## src/shared/tmt_defines.svh

```systemverilog
`ifndef TMT_DEFINES_SVH
`define TMT_DEFINES_SVH

// ----------------------------------------------------------------------
// register address
// ----------------------------------------------------------------------
`define TMT_CTRL_ADDR     8'h91
`define TMT_CTRL_RESET    8'h00

// ----------------------------------------------------------------------
// control register fields
// ----------------------------------------------------------------------
`define TMT_BIT_HIGH_OVF  7
`define TMT_BIT_LOW_OVF   6
`define TMT_BIT_LOW_IEN   5
`define TMT_BIT_CAP_EN    4
`define TMT_BIT_SPLIT     3
`define TMT_BIT_RUN       2
`define TMT_BIT_UNUSED    1
`define TMT_BIT_EXT_CLK   0

// ----------------------------------------------------------------------
// clock divisors
// ----------------------------------------------------------------------
`define TMT_SYS_DIV       12
`define TMT_EXT_DIV       8

`endif

```

## src/shared/tmt_pkg.sv

```systemverilog
package tmt_pkg;

  typedef enum logic [1:0] {
    TMT_CLK_SYS_DIV,
    TMT_CLK_EXT_DIV,
    TMT_CLK_SYSTEM
  } tmt_src_type;

  typedef struct packed {
    logic       high_overflow_flag;
    logic       low_overflow_flag;
    logic       low_overflow_irq_enable;
    logic       capture_enable;
    logic       split_select;
    logic       run_control;
    logic       ext_clock_select;
    logic [7:0] count_high_byte;
    logic [7:0] count_low_byte;
  } tmt_state_type;

  typedef struct packed {
    logic [3:0] sys_cnt;
    logic [2:0] ext_cnt;
    logic       ext_prev;
  } tmt_div_state_type;

endpackage : tmt_pkg

```

## src/hw/tmt_timer.sv

```systemverilog
`timescale 1ns/1ps
`include "tmt_defines.svh"

module tmt_timer
  import tmt_pkg::*;
(
  input  wire logic       clk,
  input  wire logic       rst_n,
  input  wire logic [7:0] sfr_addr,
  input  wire logic [7:0] sfr_wdata,
  input  wire logic       sfr_wr,
  input  wire logic       sfr_rd,
  output logic [7:0]      sfr_rdata,
  input  wire logic       ext_clk,
  input  wire logic       high_byte_clock_pick,
  input  wire logic       low_byte_clock_pick,
  input  wire logic [7:0] reload_high,
  input  wire logic [7:0] reload_low,
  input  wire logic       timer_irq_enable,
  output logic            irq_req,
  output logic            capture_mode,
  output logic [7:0]      count_high,
  output logic [7:0]      count_low
);

  // ----------------------------------------------------------------------
  // state and clock ticks
  // ----------------------------------------------------------------------
  tmt_state_type st_reg;
  tmt_state_type st_next;
  logic          ext_sync1_reg;
  logic          ext_sync2_reg;
  logic          sys_tick;
  logic          ext_tick;
  logic          sel_tick;
  logic          tick_high;
  logic          tick_low;
  logic          wr_ctrl;
  logic          hi_wrap;
  logic          lo_wrap;
  tmt_src_type   src_high;
  tmt_src_type   src_low;
  logic [7:0]    ctrl_view;

  always_ff @(posedge clk or negedge rst_n) begin
    if (!rst_n) begin
      ext_sync1_reg <= 1'b0;
      ext_sync2_reg <= 1'b0;
    end else begin
      ext_sync1_reg <= ext_clk;
      ext_sync2_reg <= ext_sync1_reg;
    end
  end

  tmt_tick_gen u_tick (
    .clk          (clk),
    .rst_n        (rst_n),
    .ext_clk_sync (ext_sync2_reg),
    .sys_tick     (sys_tick),
    .ext_tick     (ext_tick)
  );

  // ----------------------------------------------------------------------
  // clock source selection
  // ----------------------------------------------------------------------
  always_comb begin
    src_high = st_reg.ext_clock_select ? TMT_CLK_EXT_DIV : TMT_CLK_SYS_DIV;
    src_low  = src_high;
    if (high_byte_clock_pick) begin
      src_high = TMT_CLK_SYSTEM;
    end
    if (low_byte_clock_pick) begin
      src_low = TMT_CLK_SYSTEM;
    end
  end

  function automatic logic pick_tick(input tmt_src_type src, input logic st, input logic et);
    case (src)
      TMT_CLK_SYS_DIV: pick_tick = st;
      TMT_CLK_EXT_DIV: pick_tick = et;
      default:         pick_tick = 1'b1;
    endcase
  endfunction : pick_tick

  // ----------------------------------------------------------------------
  // counting, flags and register writes
  // ----------------------------------------------------------------------
  assign wr_ctrl = sfr_wr && (sfr_addr == `TMT_CTRL_ADDR);

  always_comb begin
    st_next   = st_reg;
    sel_tick  = pick_tick(src_low, sys_tick, ext_tick);
    tick_high = 1'b0;
    tick_low  = 1'b0;
    hi_wrap   = 1'b0;
    lo_wrap   = 1'b0;
    if (st_reg.split_select) begin
      tick_high = st_reg.run_control && pick_tick(src_high, sys_tick, ext_tick);
      tick_low  = sel_tick;
    end else begin
      tick_low  = st_reg.run_control && sel_tick;
    end
    if (tick_low) begin
      if (st_reg.count_low_byte == 8'hff) begin
        lo_wrap = 1'b1;
        st_next.count_low_byte = st_reg.split_select ? reload_low : 8'h00;
        if (!st_reg.split_select) begin
          if (st_reg.count_high_byte == 8'hff) begin
            hi_wrap = 1'b1;
            st_next.count_high_byte = reload_high;
            st_next.count_low_byte  = reload_low;
          end else begin
            st_next.count_high_byte = st_reg.count_high_byte + 8'h01;
          end
        end
      end else begin
        st_next.count_low_byte = st_reg.count_low_byte + 8'h01;
      end
    end
    if (tick_high) begin
      if (st_reg.count_high_byte == 8'hff) begin
        hi_wrap = 1'b1;
        st_next.count_high_byte = reload_high;
      end else begin
        st_next.count_high_byte = st_reg.count_high_byte + 8'h01;
      end
    end
    if (wr_ctrl) begin
      st_next.high_overflow_flag      = sfr_wdata[`TMT_BIT_HIGH_OVF];
      st_next.low_overflow_flag       = sfr_wdata[`TMT_BIT_LOW_OVF];
      st_next.low_overflow_irq_enable = sfr_wdata[`TMT_BIT_LOW_IEN];
      st_next.capture_enable          = sfr_wdata[`TMT_BIT_CAP_EN];
      st_next.split_select            = sfr_wdata[`TMT_BIT_SPLIT];
      st_next.run_control             = sfr_wdata[`TMT_BIT_RUN];
      st_next.ext_clock_select        = sfr_wdata[`TMT_BIT_EXT_CLK];
    end
    // hardware set wins over a software clear
    if (hi_wrap) begin
      st_next.high_overflow_flag = 1'b1;
    end
    if (lo_wrap) begin
      st_next.low_overflow_flag = 1'b1;
    end
  end

  always_ff @(posedge clk or negedge rst_n) begin
    if (!rst_n) begin
      st_reg <= '0;
    end else begin
      st_reg <= st_next;
    end
  end

  // ----------------------------------------------------------------------
  // read side and outputs
  // ----------------------------------------------------------------------
  always_comb begin
    ctrl_view = `TMT_CTRL_RESET;
    ctrl_view[`TMT_BIT_HIGH_OVF] = st_reg.high_overflow_flag;
    ctrl_view[`TMT_BIT_LOW_OVF]  = st_reg.low_overflow_flag;
    ctrl_view[`TMT_BIT_LOW_IEN]  = st_reg.low_overflow_irq_enable;
    ctrl_view[`TMT_BIT_CAP_EN]   = st_reg.capture_enable;
    ctrl_view[`TMT_BIT_SPLIT]    = st_reg.split_select;
    ctrl_view[`TMT_BIT_RUN]      = st_reg.run_control;
    ctrl_view[`TMT_BIT_UNUSED]   = 1'b0;
    ctrl_view[`TMT_BIT_EXT_CLK]  = st_reg.ext_clock_select;
  end

  assign sfr_rdata = (sfr_rd && sfr_addr == `TMT_CTRL_ADDR) ? ctrl_view : 8'h00;

  assign irq_req = timer_irq_enable &&
                   (st_reg.high_overflow_flag ||
                    (st_reg.low_overflow_flag && st_reg.low_overflow_irq_enable));

  assign capture_mode = st_reg.capture_enable;
  assign count_high   = st_reg.count_high_byte;
  assign count_low    = st_reg.count_low_byte;

endmodule : tmt_timer

```

## src/hw/tmt_tick_gen.sv

```systemverilog
`timescale 1ns/1ps
`include "tmt_defines.svh"

// ----------------------------------------------------------------------
// tick generator: system clock / 12 and external clock edges / 8
// ----------------------------------------------------------------------
module tmt_tick_gen
  import tmt_pkg::*;
(
  input  wire logic clk,
  input  wire logic rst_n,
  input  wire logic ext_clk_sync,
  output logic      sys_tick,
  output logic      ext_tick
);

  tmt_div_state_type st_reg;
  tmt_div_state_type st_next;
  logic              ext_rise;

  always_comb begin
    st_next  = st_reg;
    ext_rise = ext_clk_sync & ~st_reg.ext_prev;
    sys_tick = (st_reg.sys_cnt == 4'(`TMT_SYS_DIV - 1));
    ext_tick = ext_rise && (st_reg.ext_cnt == 3'(`TMT_EXT_DIV - 1));
    st_next.ext_prev = ext_clk_sync;
    if (sys_tick) begin
      st_next.sys_cnt = 4'h0;
    end else begin
      st_next.sys_cnt = st_reg.sys_cnt + 4'h1;
    end
    if (ext_rise) begin
      st_next.ext_cnt = st_reg.ext_cnt + 3'h1;
    end
  end

  always_ff @(posedge clk or negedge rst_n) begin
    if (!rst_n) begin
      st_reg <= '0;
    end else begin
      st_reg <= st_next;
    end
  end

endmodule : tmt_tick_gen

```

## config.mk

```make
export PLATFORM = sky130hd
export DESIGN_NAME = tmt_timer
export DESIGN_NICKNAME = d
export VERILOG_FILES = /design/src/shared/tmt_pkg.sv /design/src/hw/tmt_timer.sv /design/src/hw/tmt_tick_gen.sv
export VERILOG_INCLUDE_DIRS = /design/src /design/src/shared
export SDC_FILE = /design/constraint.sdc
export NUM_CORES = 1
export LEC_CHECK = 0
export BUFFER_PORTS_ARGS = -buffer_cell sky130_fd_sc_hd__buf_4
export CELL_PAD_IN_SITES_DETAIL_PLACEMENT = 1
export CELL_PAD_IN_SITES_GLOBAL_PLACEMENT = 1
export CORE_MARGIN = 1.5
export CORE_UTILIZATION = 37
export CTS_CLUSTER_DIAMETER = 50
export CTS_CLUSTER_SIZE = 14
export DETAILED_ROUTE_END_ITERATION = 8
export PLACE_DENSITY = 0.84
export SLEW_MARGIN = 20
export SYNTH_ARGS = -nofsm -noshare
export SYNTH_HDL_FRONTEND = slang
export SYNTH_HIERARCHICAL = 1
export SYNTH_SLANG_ARGS = --single-unit
```

## constraint.sdc

```tcl
create_clock -name clk -period 2.8 [get_ports clk]
set_clock_uncertainty 0.1 [all_clocks]
set_input_delay 0.84 -clock clk [delete_from_list [all_inputs] [get_ports clk]]
set_output_delay 0.84 -clock clk [all_outputs]
set_load 0.05 [all_outputs]
```

### Word level (Yosys, flattened, before mapping)

Index checks and enable logic that the tools add are counted.
Widths: inputs -> output; s select.

* ROM bits: 0
* memories kept: 0
* bits in writable memories: 0
* flip-flop bits (word level): 33
* word-level logic and storage cells: 72
* bits in latches: 0

* bitwise gates (word level): 2
* reductions and logical operators: 15
* multiplexer cells: 29
* $add $sub $neg: 4
* multipliers: 0
* div/mod/pow operators: 0
* shifts and indexed selects: 0
* order comparisons: 0
* eq/ne operators: 8

Operators by type and width (number)
* $mux 8: 7
* $mux 16: 2
* $eq 8x8->1 const B: 3
* $add 8x1->8 const B: 2
* $mux 1: 14
* $reduce_bool 2->1: 4
* $logic_and 1x1->1: 7
* $mux 7: 1
* $add 4x1->4 const B: 1
* $eq 2x1->1 const B: 2
* $eq 4x4->1 const B: 1
* $logic_not 2->1: 2
* $mux 2: 2
* $mux 4: 1
* $pmux 1 s2: 2
* $add 3x1->3 const B: 1
* $eq 3x3->1 const B: 1
* $reduce_and 3->1: 1
* $ne 2x1->1 const B: 1
* $and 1x1->1: 1
* $logic_or 1x1->1: 1
* $not 1->1: 1

### Logic depth before layout (Yosys ltp)

Gate-level depths: netlist of the first run.

* depth in word-level cells: 10
* mapped depth: 8
* mapped depth without buffers: 7

### By module

The synthesis of the first run kept the hierarchy.

Modules (own cells, without submodules)
* tmt_timer: cells each 151, area an instance 1485.2 um2, instances 1
* tmt_tick_gen: cells each 25, area an instance 361.6 um2, instances 1

### Worst setup path before layout of the first run

Ideal clock, no wire load.

* path kind: input to output
* from: input sfr_addr[1]
* to: output sfr_rdata[0]
* arrival time: 1856 ps
* path buffers: 0
* slack: 4 ps
* stages: 3
* data required time: 1860 ps
* cell sequence: nor4b_1 and3_1 and2_1

* word-level cells in the longest chain between the ends: 3

RTL lines
* start: declaration: RTL line tmt_timer.sv:9 `input wire logic [7:0] sfr_addr,`
* $eq 8x8->1 (no line)
* $logic_and 1x1->1 (no line)
* $mux 8: RTL line tmt_timer.sv:169 `` assign sfr_rdata = (sfr_rd && sfr_addr == `TMT_CTRL_ADDR) ? ctrl_view : 8'h00; ``
* end: declaration: RTL line tmt_timer.sv:13 `output logic [7:0] sfr_rdata,`

No other way between the ends.

### Worst setup path in the final report of the first run

* from: input sfr_addr[5]
* to: output sfr_rdata[7]

The elaborated chain is that of the path after synthesis.

==> impl_summary.md, run 1 <==
Worst setup path
The capturing element type of the critical path is a primary output. Data on the critical path is required at its endpoint by 1860 ps. In this run the worst path has a maximum fanout of 7.

The kind of start point of the critical path is a primary input. The kind of critical path is in -> out. STA puts the critical path data arrival time at 1820 ps.

STA
The transition time at the pin with the least slew margin is approximately 570 ps. The number of hold violations in the final report came to 0. The count of endpoints failing setup in the final report is 0. The max-slew violation count is 0. For this run, the top clock speed supported by timing is roughly 360 MHz. The normalized max-slew margin is 62.0%. The final period utilization is 98.6%.

The minimum setup slack in the final design is 38.6 ps. Setup repair after global routing could not meet its margin everywhere. The smallest clock period supported by the final layout is computed as 2760 ps. The worst slack on hold paths is roughly 250 ps.

Clock tree
The post-CTS repair timing setup buffer count is 0. The clock edge transition at the registers on the reported setup and hold paths is 60 ps. The CTS root buffer is sky130_fd_sc_hd__clkbuf_8.

At the later pin of the worst-skew pair, clock insertion delay measures 280 ps. The number of buffers added by the clock tree synthesis step is 5. The CTS tree is yes.

The maximum level of the CTS H-tree is 2. The number of clock sinks seen by CTS is 33. No sink is reached through more buffers than the 2 on the longest clock path.

Buffers inserted to repair hold after CTS numbered 0.

GRT
For this run, the total global-route usage over all layers was measured as 19.6%. Summed over all layers, the global routing overflow is 0. Entering global routing, the biggest net connects 34 pins.

The first global-routing pass estimated ~8.1 mm of wire. The initial antenna violation count was 0. The number of global-route vias before repair is 1738.

Power and ir drop
The worst IR drop on VDD is 0.000349 V. The static power due to leakage is 0.00123 uW. Cell internal power was estimated by the tool at roughly 980 uW. The power density relative to cell area is 552 mW/mm^2. The switching part of the total power is between 30% and 40%. The sequential share of power is 41.9%. The fraction of power consumed by the clock network is about a third. Combinational cells account for 25.7% of the total power.

For this design the total switching power over the nets is 444 uW.

Yosys
The number of nets in the synthesized netlist is 221. Counting flops with a built-in enable in the synthesized netlist gives 0. In the synthesized netlist the async set-or-reset flop fraction comes to 100%. Summing the sequential cell areas from Yosys gives 44.7% of the chip area. The mapped cell area is 0.00185 mm^2. Ranked by total cell area, the synthesized netlist is headed by sky130_fd_sc_hd__dfrtp_1 45%, sky130_fd_sc_hd__a21oi_1 4.1%, sky130_fd_sc_hd__mux2_4 4.1%. The synthesized design contains 33 register bits. The most frequently used cell type in the post-synthesis netlist is sky130_fd_sc_hd__dfrtp_1. Sorting the synthesized cells by how often they occur yields 33 x sky130_fd_sc_hd__dfrtp_1, 15 x sky130_fd_sc_hd__a21oi_1, 13 x sky130_fd_sc_hd__nand3_1. The number of library cell types mapped by synthesis is 48. The top cell type by area accounts for 44.7% of the synthesized area. The per-instance average area after synthesis is approximately 10 um^2.

The top flip-flop cell by instance count after synthesis is sky130_fd_sc_hd__dfrtp_1. The cell type with the highest aggregate area in the netlist is sky130_fd_sc_hd__dfrtp_1. The instance count of the mapped netlist is 176.

The Yosys warning count is 6.

Placed design
The worst setup timing slack at the placement stage is -123 ps. Summed over all nets, the half-perimeter wirelength after detailed placement is ~3.5 mm. Input and output buffers added on the ports amount to 63. At the end of routability-driven placement, the weighted congestion stood at 0.762.

Finish
The multi-input combinational cell area is slightly above 0.001 mm^2. The fraction of layout cells with a size suffix above 1 is approximately two fifths. The number of diodes is 0. After the last flow step, the layout net total stands at 290. Fill cells in the final layout number 543. Registers take between 800 and 900 um^2. The area added between synthesis and finish is 39.5%.

Die
The overall die width is between 70 and 80 um. The area of the core is 0.00475 mm^2. The row count is 25.

The vertical die dimension is about 74 um. The full die area is ~0.0054 mm^2. For this configuration, the core starts out at a cell density of 38.8%.

The number of top-level pins is 66.

Worst hold path
The path category of the worst min-delay check is reg -> reg.

Status
The flow ran to the end, and the final reports show no timing, DRC or antenna violations.

Detailed routing
The pre-antenna-repair detailed-routing pass consisted of 4 iterations. The count of routing violations after the opening detailed-route iteration is between 70 and 80. Summing over every cut layer, the via total after detailed routing is 1684. The detailed-route DRC error count is 0. Using the TritonRoute via totals, the vias-per-cell ratio works out to roughly 5.4. The wire length per cell after detailed routing is approximately 16 um. After detailed routing, the total wire length is 4.87 mm. The remaining number of nets flagged by the antenna check after routing is 0.

Run
The number of maximum-capacitance constraint violations is 0.
kinds of logic after synthesis:
family	synth area share [%]
AOI/OAI and AO/OA	16.9
and+or+nand+nor	21.5
buffers and inverters	1.90
muxes	11.0
adders and majority gates	3.39
other	0.203
xor gates and xnor gates	0.474
DFF	44.7
layout make-up:
cell class / count / area share, %
clock buffer: 7 / 3.35
clock inverter: 1 / 1.17
sequential: 33 / 32.1
multi-input combinational: 135 / 39.6
inverter: 6 / 0.874
timing repair buffer: 64 / 19.7
tap: 67 / 3.25
path summary, 6_finish.rpt:
kind	slack, ps	startpoint	endpoint	depth (start not counted)
min reg2reg	250	ext_sync1_reg	ext_sync2_reg	0
min	250	ext_sync1_reg	ext_sync2_reg	0
max	40	sfr_addr[5]	sfr_rdata[7]	5
max in group asynchronous	1900	rst_n	ext_sync1_reg	1
min in group asynchronous	390	rst_n	count_low[7]	1
max reg2reg	510	u_tick/st_reg[1]	count_high[7]	7
cells in the final DEF (no fill, tap or decap), drive strengths merged, types with 2 or more instances in the layout:
master	n
a21oi	15
clkbuf	7
and3	7
o22ai	3
o2111ai	2
nor2	7
inv	6
nor3	3
nand3	13
nand4	2
and4	2
nor2b	2
and2	10
nand2b	2
o221ai	3
mux2i	6
buf	64
o22a	3
dfrtp	33
mux2	11
nand2	12
o21ai	7
ha	5
a31oi	3
power by group through the flow:
stage | Sequential (uW) | Combinational, uW | Clock [uW]
floorplan | 676 | 142 | 0
global route | 604 | 398 | 494
finish | 596 | 365 | 461
detailed placement | 604 | 358 | 0
CTS | 596 | 366 | 477
global placement | 599 | 345 | 0
worst max-delay path, cell delays in order:
cell and delay, ps:
sky130_fd_sc_hd__buf_4 120, sky130_fd_sc_hd__nor4bb_4 290, sky130_fd_sc_hd__and3_4 260, sky130_fd_sc_hd__and2_1 160, sky130_fd_sc_hd__buf_6 160
through the flow:
step	cells	cell area, um^2	util [%]	power, uW	TNS [ps]
2_1_floorplan	176	1850	-	818	0
3_3_place_gp	305	2400	50.4	944	-618
3_5_place_dp	305	2400	50.4	962	-765
4_1_cts	313	2560	53.8	1440	0
5_1_grt	313	2580	54.2	1500	-151
6_report	313	2580	54.2	1420	0
metal layers:
metal,wire [um],global-route usage (%),vias up
li1,-,-,795
met1,2210,25.0,831
met2,2310,32.1,51
met3,265,4.53,7
met4,80,7.82,0
met5,0,0,-
what timing repair did:
action | 4_1_cts | 5_1_grt
pin swaps | 1 | 1
setup endpoints to repair | 7 | 7
resized for setup | 9 | 4
endpoints found under the hold margin | 0 | 0
Note: power is estimated with default switching activity, not from simulation.
==> inputs of run 2 (changes only) <==
--- a/config.mk
+++ b/config.mk
@@ -10,11 +10,11 @@
 export CELL_PAD_IN_SITES_DETAIL_PLACEMENT = 1
 export CELL_PAD_IN_SITES_GLOBAL_PLACEMENT = 1
 export CORE_MARGIN = 1.5
-export CORE_UTILIZATION = 37
+export CORE_UTILIZATION = 40
 export CTS_CLUSTER_DIAMETER = 50
 export CTS_CLUSTER_SIZE = 14
 export DETAILED_ROUTE_END_ITERATION = 8
-export PLACE_DENSITY = 0.84
+export PLACE_DENSITY = 0.9
 export SLEW_MARGIN = 20
 export SYNTH_ARGS = -nofsm -noshare
 export SYNTH_HDL_FRONTEND = slang
==> constraint.sdc (replaced) <==
create_clock -name clk -period 3.2 [get_ports clk]
set_clock_uncertainty 0.1 [all_clocks]
set_input_delay 0.96 -clock clk [delete_from_list [all_inputs] [get_ports clk]]
set_output_delay 0.96 -clock clk [all_outputs]
set_load 0.05 [all_outputs]
==> run 2 against run 1 <==
Non-clock buffer count is the same. Die area shrank 7.2%. Critical endpoint is now sfr_rdata[2]. Routed wire length rose by 5.3%. Largest cell class unchanged.
==> impl_summary.md, run 2 (same netlist as run 1, synthesis figures left out) <==
STA
The count of endpoints failing setup in the final report is 0. Headroom to the max-slew limit came out at 56.4%. The number of hold violations in the final report came to 0. The time the final worst path needs with I/O delays and setup is 3070 ps. Final hold analysis gives a worst-case slack of 258 ps. Static timing analysis puts the maximum clock frequency at 325 MHz. In the finished design, the share of the clock period the worst path needs comes to 96.1%. The transition time at the pin with the least slew margin is 648 ps.

Adding up every negative setup slack in the final design gives 0 ps. Setup repair after global routing left no endpoint under its margin. The max-slew violation count is 0.

Clock tree
The CTS tree is yes. The buffer levels on the longest clock path is 2. The number of clock sinks seen by CTS is 33. The number of clock buffers added by TritonCTS is 5. The maximum level of the CTS H-tree is 2. The hold-fix buffer count after cts is 0. The insertion delay to the later sink of the worst-skew pair is 290 ps.

The CTS root buffer is sky130_fd_sc_hd__clkbuf_8. The clock edge transition at the registers on the reported setup and hold paths is 60 ps.

Placed design
Summed over all nets, the half-perimeter wirelength after detailed placement is 3.84 mm. Summing all placed instances gives a cell area of 0.00238 mm^2. The total of buffers placed on input and output ports is between 60 and 70. The final RePlAce weighted congestion is 0.742.

GRT
In the global route stage, overall resource usage came out at 21.5%. The global-route wire length before repair is 8.48 mm. The pin count of the biggest net entering global routing is 34. The total congestion overflow after global routing is 0. The initial antenna violation count is 0. The number of global-route vias before repair was between 1500 and 2000.

Die
The number of top-level pins is 66. The vertical die dimension is approximately 70 um. The area of the core is 0.00438 mm^2. The die covers 0.00503 mm^2. The die is 70.9 um wide.

In this run the core area contains 24 standard-cell rows. The initial cell density of the core is ~42%.

Worst hold path
The worst hold path depth is 0. The path category of the worst min-delay check is reg -> reg.

Worst setup path
The worst setup path is captured at a primary output. The worst register-to-register path has a depth of 7. The kind of start point of the critical path is a primary input.

The worst-path maximum fanout is 7. The required time at the endpoint of the critical path is 2140 ps. The critical path arrival is 2010 ps. By startpoint and endpoint, the worst setup path is classified as in -> out.

Detailed routing
The first routing iteration left 68 violations. The number of optimization iterations in the first detailed-route pass is 4. The detailed-route DRC error count is 0.

The post-detailed-routing wire length is around 5.1 mm. In the final routed layout, each cell accounts on average for 17.2 um. In this run the remaining antenna-violating nets after routing total 0. The final route contains 1699 vias. The number of vias per cell after detailed routing is 5.70.

Finish
From synthesis to final layout, the design area changed by 33.9%. The leading cell type in the layout, fill and taps excluded is sky130_fd_sc_hd__buf_4. The fraction of layout cells with a size suffix above 1 is 37.8%. The layout net count is between 200 and 300. The library cells used most frequently in the layout, excluding fill and tap cells, are 64 x sky130_fd_sc_hd__buf_4, 33 x sky130_fd_sc_hd__dfrtp_1, 15 x sky130_fd_sc_hd__a21oi_1, 13 x sky130_fd_sc_hd__nand3_1, 12 x sky130_fd_sc_hd__nand2_1. The finished cells cover around 0.0025 mm^2. The number of diodes is 0.

Power and ir drop
Overall power consumption after layout is estimated at 1140 uW. The power density relative to cell area is 459 mW/mm^2. IR analysis of the VDD net gives a maximum drop of between 0.0004 and 0.0005 V.

In this run the static leakage power is 0.00120 uW.

Run
The number of maximum-capacitance constraint violations is 0.

Status
The run finished with clean final reports.
## run 2: cell count changes in the layout (fill, tap and decap cells not counted), sizes merged
cell	previous run	this run
bufinv	1	0
clkbuf	7	8
## run 2: final cells by class
type,instances,area (um^2)
Inverter,6,22.5
Timing Repair Buffer,64,480
Tap cell,52,65.1
Multi-Input combinational cell,135,1000
Fill cell,517,1910
Clock buffer,8,80.1
Sequential cell,33,826
## run 2: power breakdown
part           switching, uW  internal (uW)  total (uW)  leakage (uW)
Clock                    144            154         298     0.0000395
Sequential              55.0            465         520      0.000400
Combinational            183            136         318      0.000761
Total                    381            755        1140       0.00120
## run 2: worst paths after layout
path | end | slack (ps) | start
worst min register to register | ext_sync2_reg | 260 | ext_sync1_reg
worst max register to register | count_high[3] | 810 | u_tick/st_reg[1]
min in group asynchronous | count_high[0] | 510 | rst_n
max in group asynchronous | count_low[0] | 2190 | rst_n
worst min-delay path | ext_sync2_reg | 260 | ext_sync1_reg
worst max-delay path | sfr_rdata[2] | 130 | sfr_addr[5]
## run 2: routing by layer
layer | part of all wire, % | GRT usage (%)
met1 | 41 | 26.9
met2 | 52 | 36.8
met3 | 6.2 | 4.99
met4 | 1.5 | 7.13
met5 | 0 | 0
## run 2: stage by stage
| stage | setup WS, ps | instances | util, % |
|---|---|---|---|
| after floorplan | 164 | 176 | - |
| after global placement | 48.3 | 290 | 54.3 |
| after detailed placement | 15.9 | 290 | 54.3 |
| after CTS | 7.28 | 298 | 56.1 |
| after global routing | 29.9 | 298 | 56.4 |
| final | 125 | 298 | 56.4 |
## run 2: repair_timing
action,in CTS,in global routing
buffers inserted,0,0
setup endpoints to repair,0,7
hold endpoints to repair,0,0
gates resized for setup,0,3
## run 2: worst max-delay path: stages
cell and delay, ps:
sky130_fd_sc_hd__buf_4 110, sky130_fd_sc_hd__nor4bb_2 330, sky130_fd_sc_hd__and3_2 290, sky130_fd_sc_hd__and2_1 140, sky130_fd_sc_hd__buf_4 190
==> inputs of run 3 (changes only) <==
--- a/config.mk
+++ b/config.mk
@@ -15,6 +15,7 @@
 export CTS_CLUSTER_SIZE = 14
 export DETAILED_ROUTE_END_ITERATION = 8
 export PLACE_DENSITY = 0.9
+export RECOVER_POWER = 100
 export SLEW_MARGIN = 20
 export SYNTH_ARGS = -nofsm -noshare
 export SYNTH_HDL_FRONTEND = slang
==> run 3 against run 2 <==
The flow now finishes with violations (max-capacitance violations, max-slew violations). Hold slack worse by 0.60 ps. Clock power hardly changed. Die area stayed put. Utilization is 2.6 points lower. Count of clock-buffer cells in the layout stayed put. Sequential share of layout area is 1.6 points higher. Maximum frequency is 0.75% lower. Combinational power is 11% lower. Via count is 0.35% higher. Critical path type unchanged. Critical endpoint is now sfr_rdata[4]. Largest cell class unchanged. Largest power group unchanged. Highest routed layer unchanged.
==> impl_summary.md, run 3 (same netlist as run 1, synthesis figures left out) <==
Detailed routing
The routed design has between 5 and 6 mm of wire. For this block, the initial DRC count from the detailed router was a little over 60. Across all layers, the routed design uses 1705 vias.

The remaining number of nets flagged by the antenna check after routing is 0. The wire length per cell after detailed routing is 17.1 um. After detailed routing, the number of vias per cell comes to 5.72. The routed length on met2 is between 2 and 3 mm. The number of optimization iterations in the first detailed-route pass is 4. The length of routed met3 wiring is 312 um.

In the routed design, unresolved DRC markers number 0. For this block, wires on met1 add up to 2.07 mm. The detailed router used layers up to and including met4.

Worst setup path
Along the worst path, the maximum fanout reaches 7. The kind of start point of the critical path is a primary input. STA classifies the critical path endpoint as a primary output. Walking the worst path, the cells encountered are clkbuf_4 > nor4bb_2 > and3_2 > and2_1 > clkbuf_4. The critical path arrival is 2040 ps.

The largest incremental delay on the critical path is 330 ps. The cell with the largest stage delay on the worst path is sky130_fd_sc_hd__nor4bb_2. The most numerous cell type found on the critical path is sky130_fd_sc_hd__clkbuf_4. The setup path with the least slack is of type in -> out.

For the worst setup path, the data required time is between 2000 and 2500 ps.

STA
The final period utilization is 96.8%. The number of hold violations in the final report is 0. The time the final worst path needs with I/O delays and setup is 3100 ps. The setup total negative slack is 0 ps. The count of endpoints failing setup in the final report is 0. Static timing analysis puts the maximum clock frequency at 323 MHz. Setup repair after global routing left no endpoint under its margin. For the pin with the worst max-slew slack, the measured transition is between 1500 and 2000 ps. The worst pin sits at a relative slew slack of -19.0%. The worst slack on hold paths is around 260 ps.

The max-slew violation count was 34.

Finish
Counting the fill cells in the layout gives 527. Leaving out filler cells and counting taps, the final layout contains approximately 300. The number of antenna diodes in the final layout is 0.

The fraction of layout cells with a size suffix above 1 is 26.8%. The final instance area is 0.00236 mm^2. The top cell types in the final layout, fill and taps aside, are 40 x sky130_fd_sc_hd__buf_4, 33 x sky130_fd_sc_hd__dfrtp_1, 22 x sky130_fd_sc_hd__clkbuf_1, 15 x sky130_fd_sc_hd__a21oi_1, 13 x sky130_fd_sc_hd__nand3_1. The leading cell type in the layout, fill and taps excluded is sky130_fd_sc_hd__buf_4. The area added between synthesis and finish is 27.8%. Cells fill between 50% and 60% of the core in the end.

For this run, the post-layout net count is slightly below 300.

Placed design
After detailed placement, the design holds a cell count of 290. Buffers placed on the I/O ports in this run total 63. Detailed placement ended at an HPWL of 3.84 mm. Routability-driven placement finished with a final weighted congestion of 0.742.

The placed instances occupy a cell area of 0.00238 mm^2.

Clock tree
Clock-pin slew was measured on the worst setup and hold paths at 60 ps. The CTS root buffer is sky130_fd_sc_hd__clkbuf_8. The insertion delay to the later sink of the worst-skew pair is 280 ps.

The number of hold buffers added after CTS was 0. The clock passes through at most 2 buffers. The number of buffers added by the clock tree synthesis step is 5. The clock drives 33 sinks. TritonCTS built the clock tree.

The H-tree generated during clock tree synthesis spans 2 levels. The post-CTS repair timing setup buffer count is 0.

Power and ir drop
Summed over all cells, the static leakage comes to 0.00112 uW. Power spread over the standard cell area amounts to approximately 460 mW/mm^2. VDD sags by at most about 0.00041 V.

Die
The floorplan step set the die height to 70.9 um. The initial cell density of the core is 42.1%. The row count is 24.

The area of the core is 0.00438 mm^2. The number of top-level pins is 66. The floorplan step defined a die boundary enclosing between 0.005 and 0.006 mm^2.

The overall die width is 70.9 um.

Status
The checks that failed: max-capacitance violations, max-slew violations. The run finished, with violations left.

GRT
Entering global routing, the biggest net connects 34 pins. The first global-routing pass estimated between 8 and 9 mm of wire. In the global route stage, overall resource usage came out at 21.5%.

The initial antenna violation count is 0. The total overflow left after global routing is 0. The number of global-route vias before repair is 1774.

Run
The tool flagged a number of max-cap violations equal to 1.

Worst hold path
The path category of the worst min-delay check is reg -> reg.
[run 3: changes by cell type in the layout (fill, tap and decap cells not counted), sizes merged]
cell | previous run | this run
buf | 64 | 40
clkbuf | 8 | 32
[run 3: stage by stage]
step | total power (uW) | setup slack (ps)
global placement | 823 | 48.3
floorplan | 715 | 164
finish | 1100 | 102
CTS | 1150 | 7.28
detailed placement | 840 | 15.9
global route | 1170 | 15.0
[run 3: final timing paths]
path                                  startpoint             to  slack (ps)  cells after the start
max in group asynchronous                  rst_n   count_low[7]         920                      1
min in group asynchronous                  rst_n  count_high[0]        1040                      1
worst min register to register     ext_sync1_reg  ext_sync2_reg         260                      0
worst max-delay path                 sfr_addr[5]   sfr_rdata[4]         100                      5
worst min-delay path               ext_sync1_reg  ext_sync2_reg         260                      0
worst max register to register  u_tick/st_reg[1]  count_high[3]         420                      7
[run 3: final cells by class]
type / instances / area, um^2 / area share, %
Clock buffer: 8 / 80.1 / 3.39
Inverter: 6 / 22.5 / 0.954
Multi-Input combinational cell: 135 / 958 / 40.6
Sequential cell: 33 / 826 / 35.0
Tap cell: 52 / 65.1 / 2.76
Timing Repair Buffer: 64 / 409 / 17.3
[run 3: where the power goes]
part,switching [uW],leakage (uW),internal (uW)
clock,142,0.0000395,154
sequential,52.3,0.000400,465
combinational,181,0.000677,101
[run 3: worst max-delay path: cells and delay by family]
family        cells  cell delay [ps]
buf+inv           2              330
simple gates      3              750
[run 3: per-layer routing]
metal	track usage, %	vias up
li1	-	798
met1	26.9	831
met2	36.8	70
met3	4.99	6
met4	7.13	0
met5	0	-
[run 3: timing repair]
item / 4_1_cts / 5_1_grt
setup endpoints to repair: 0 / 7
endpoints found under the hold margin: 0 / 0
resized for setup: 0 / 3
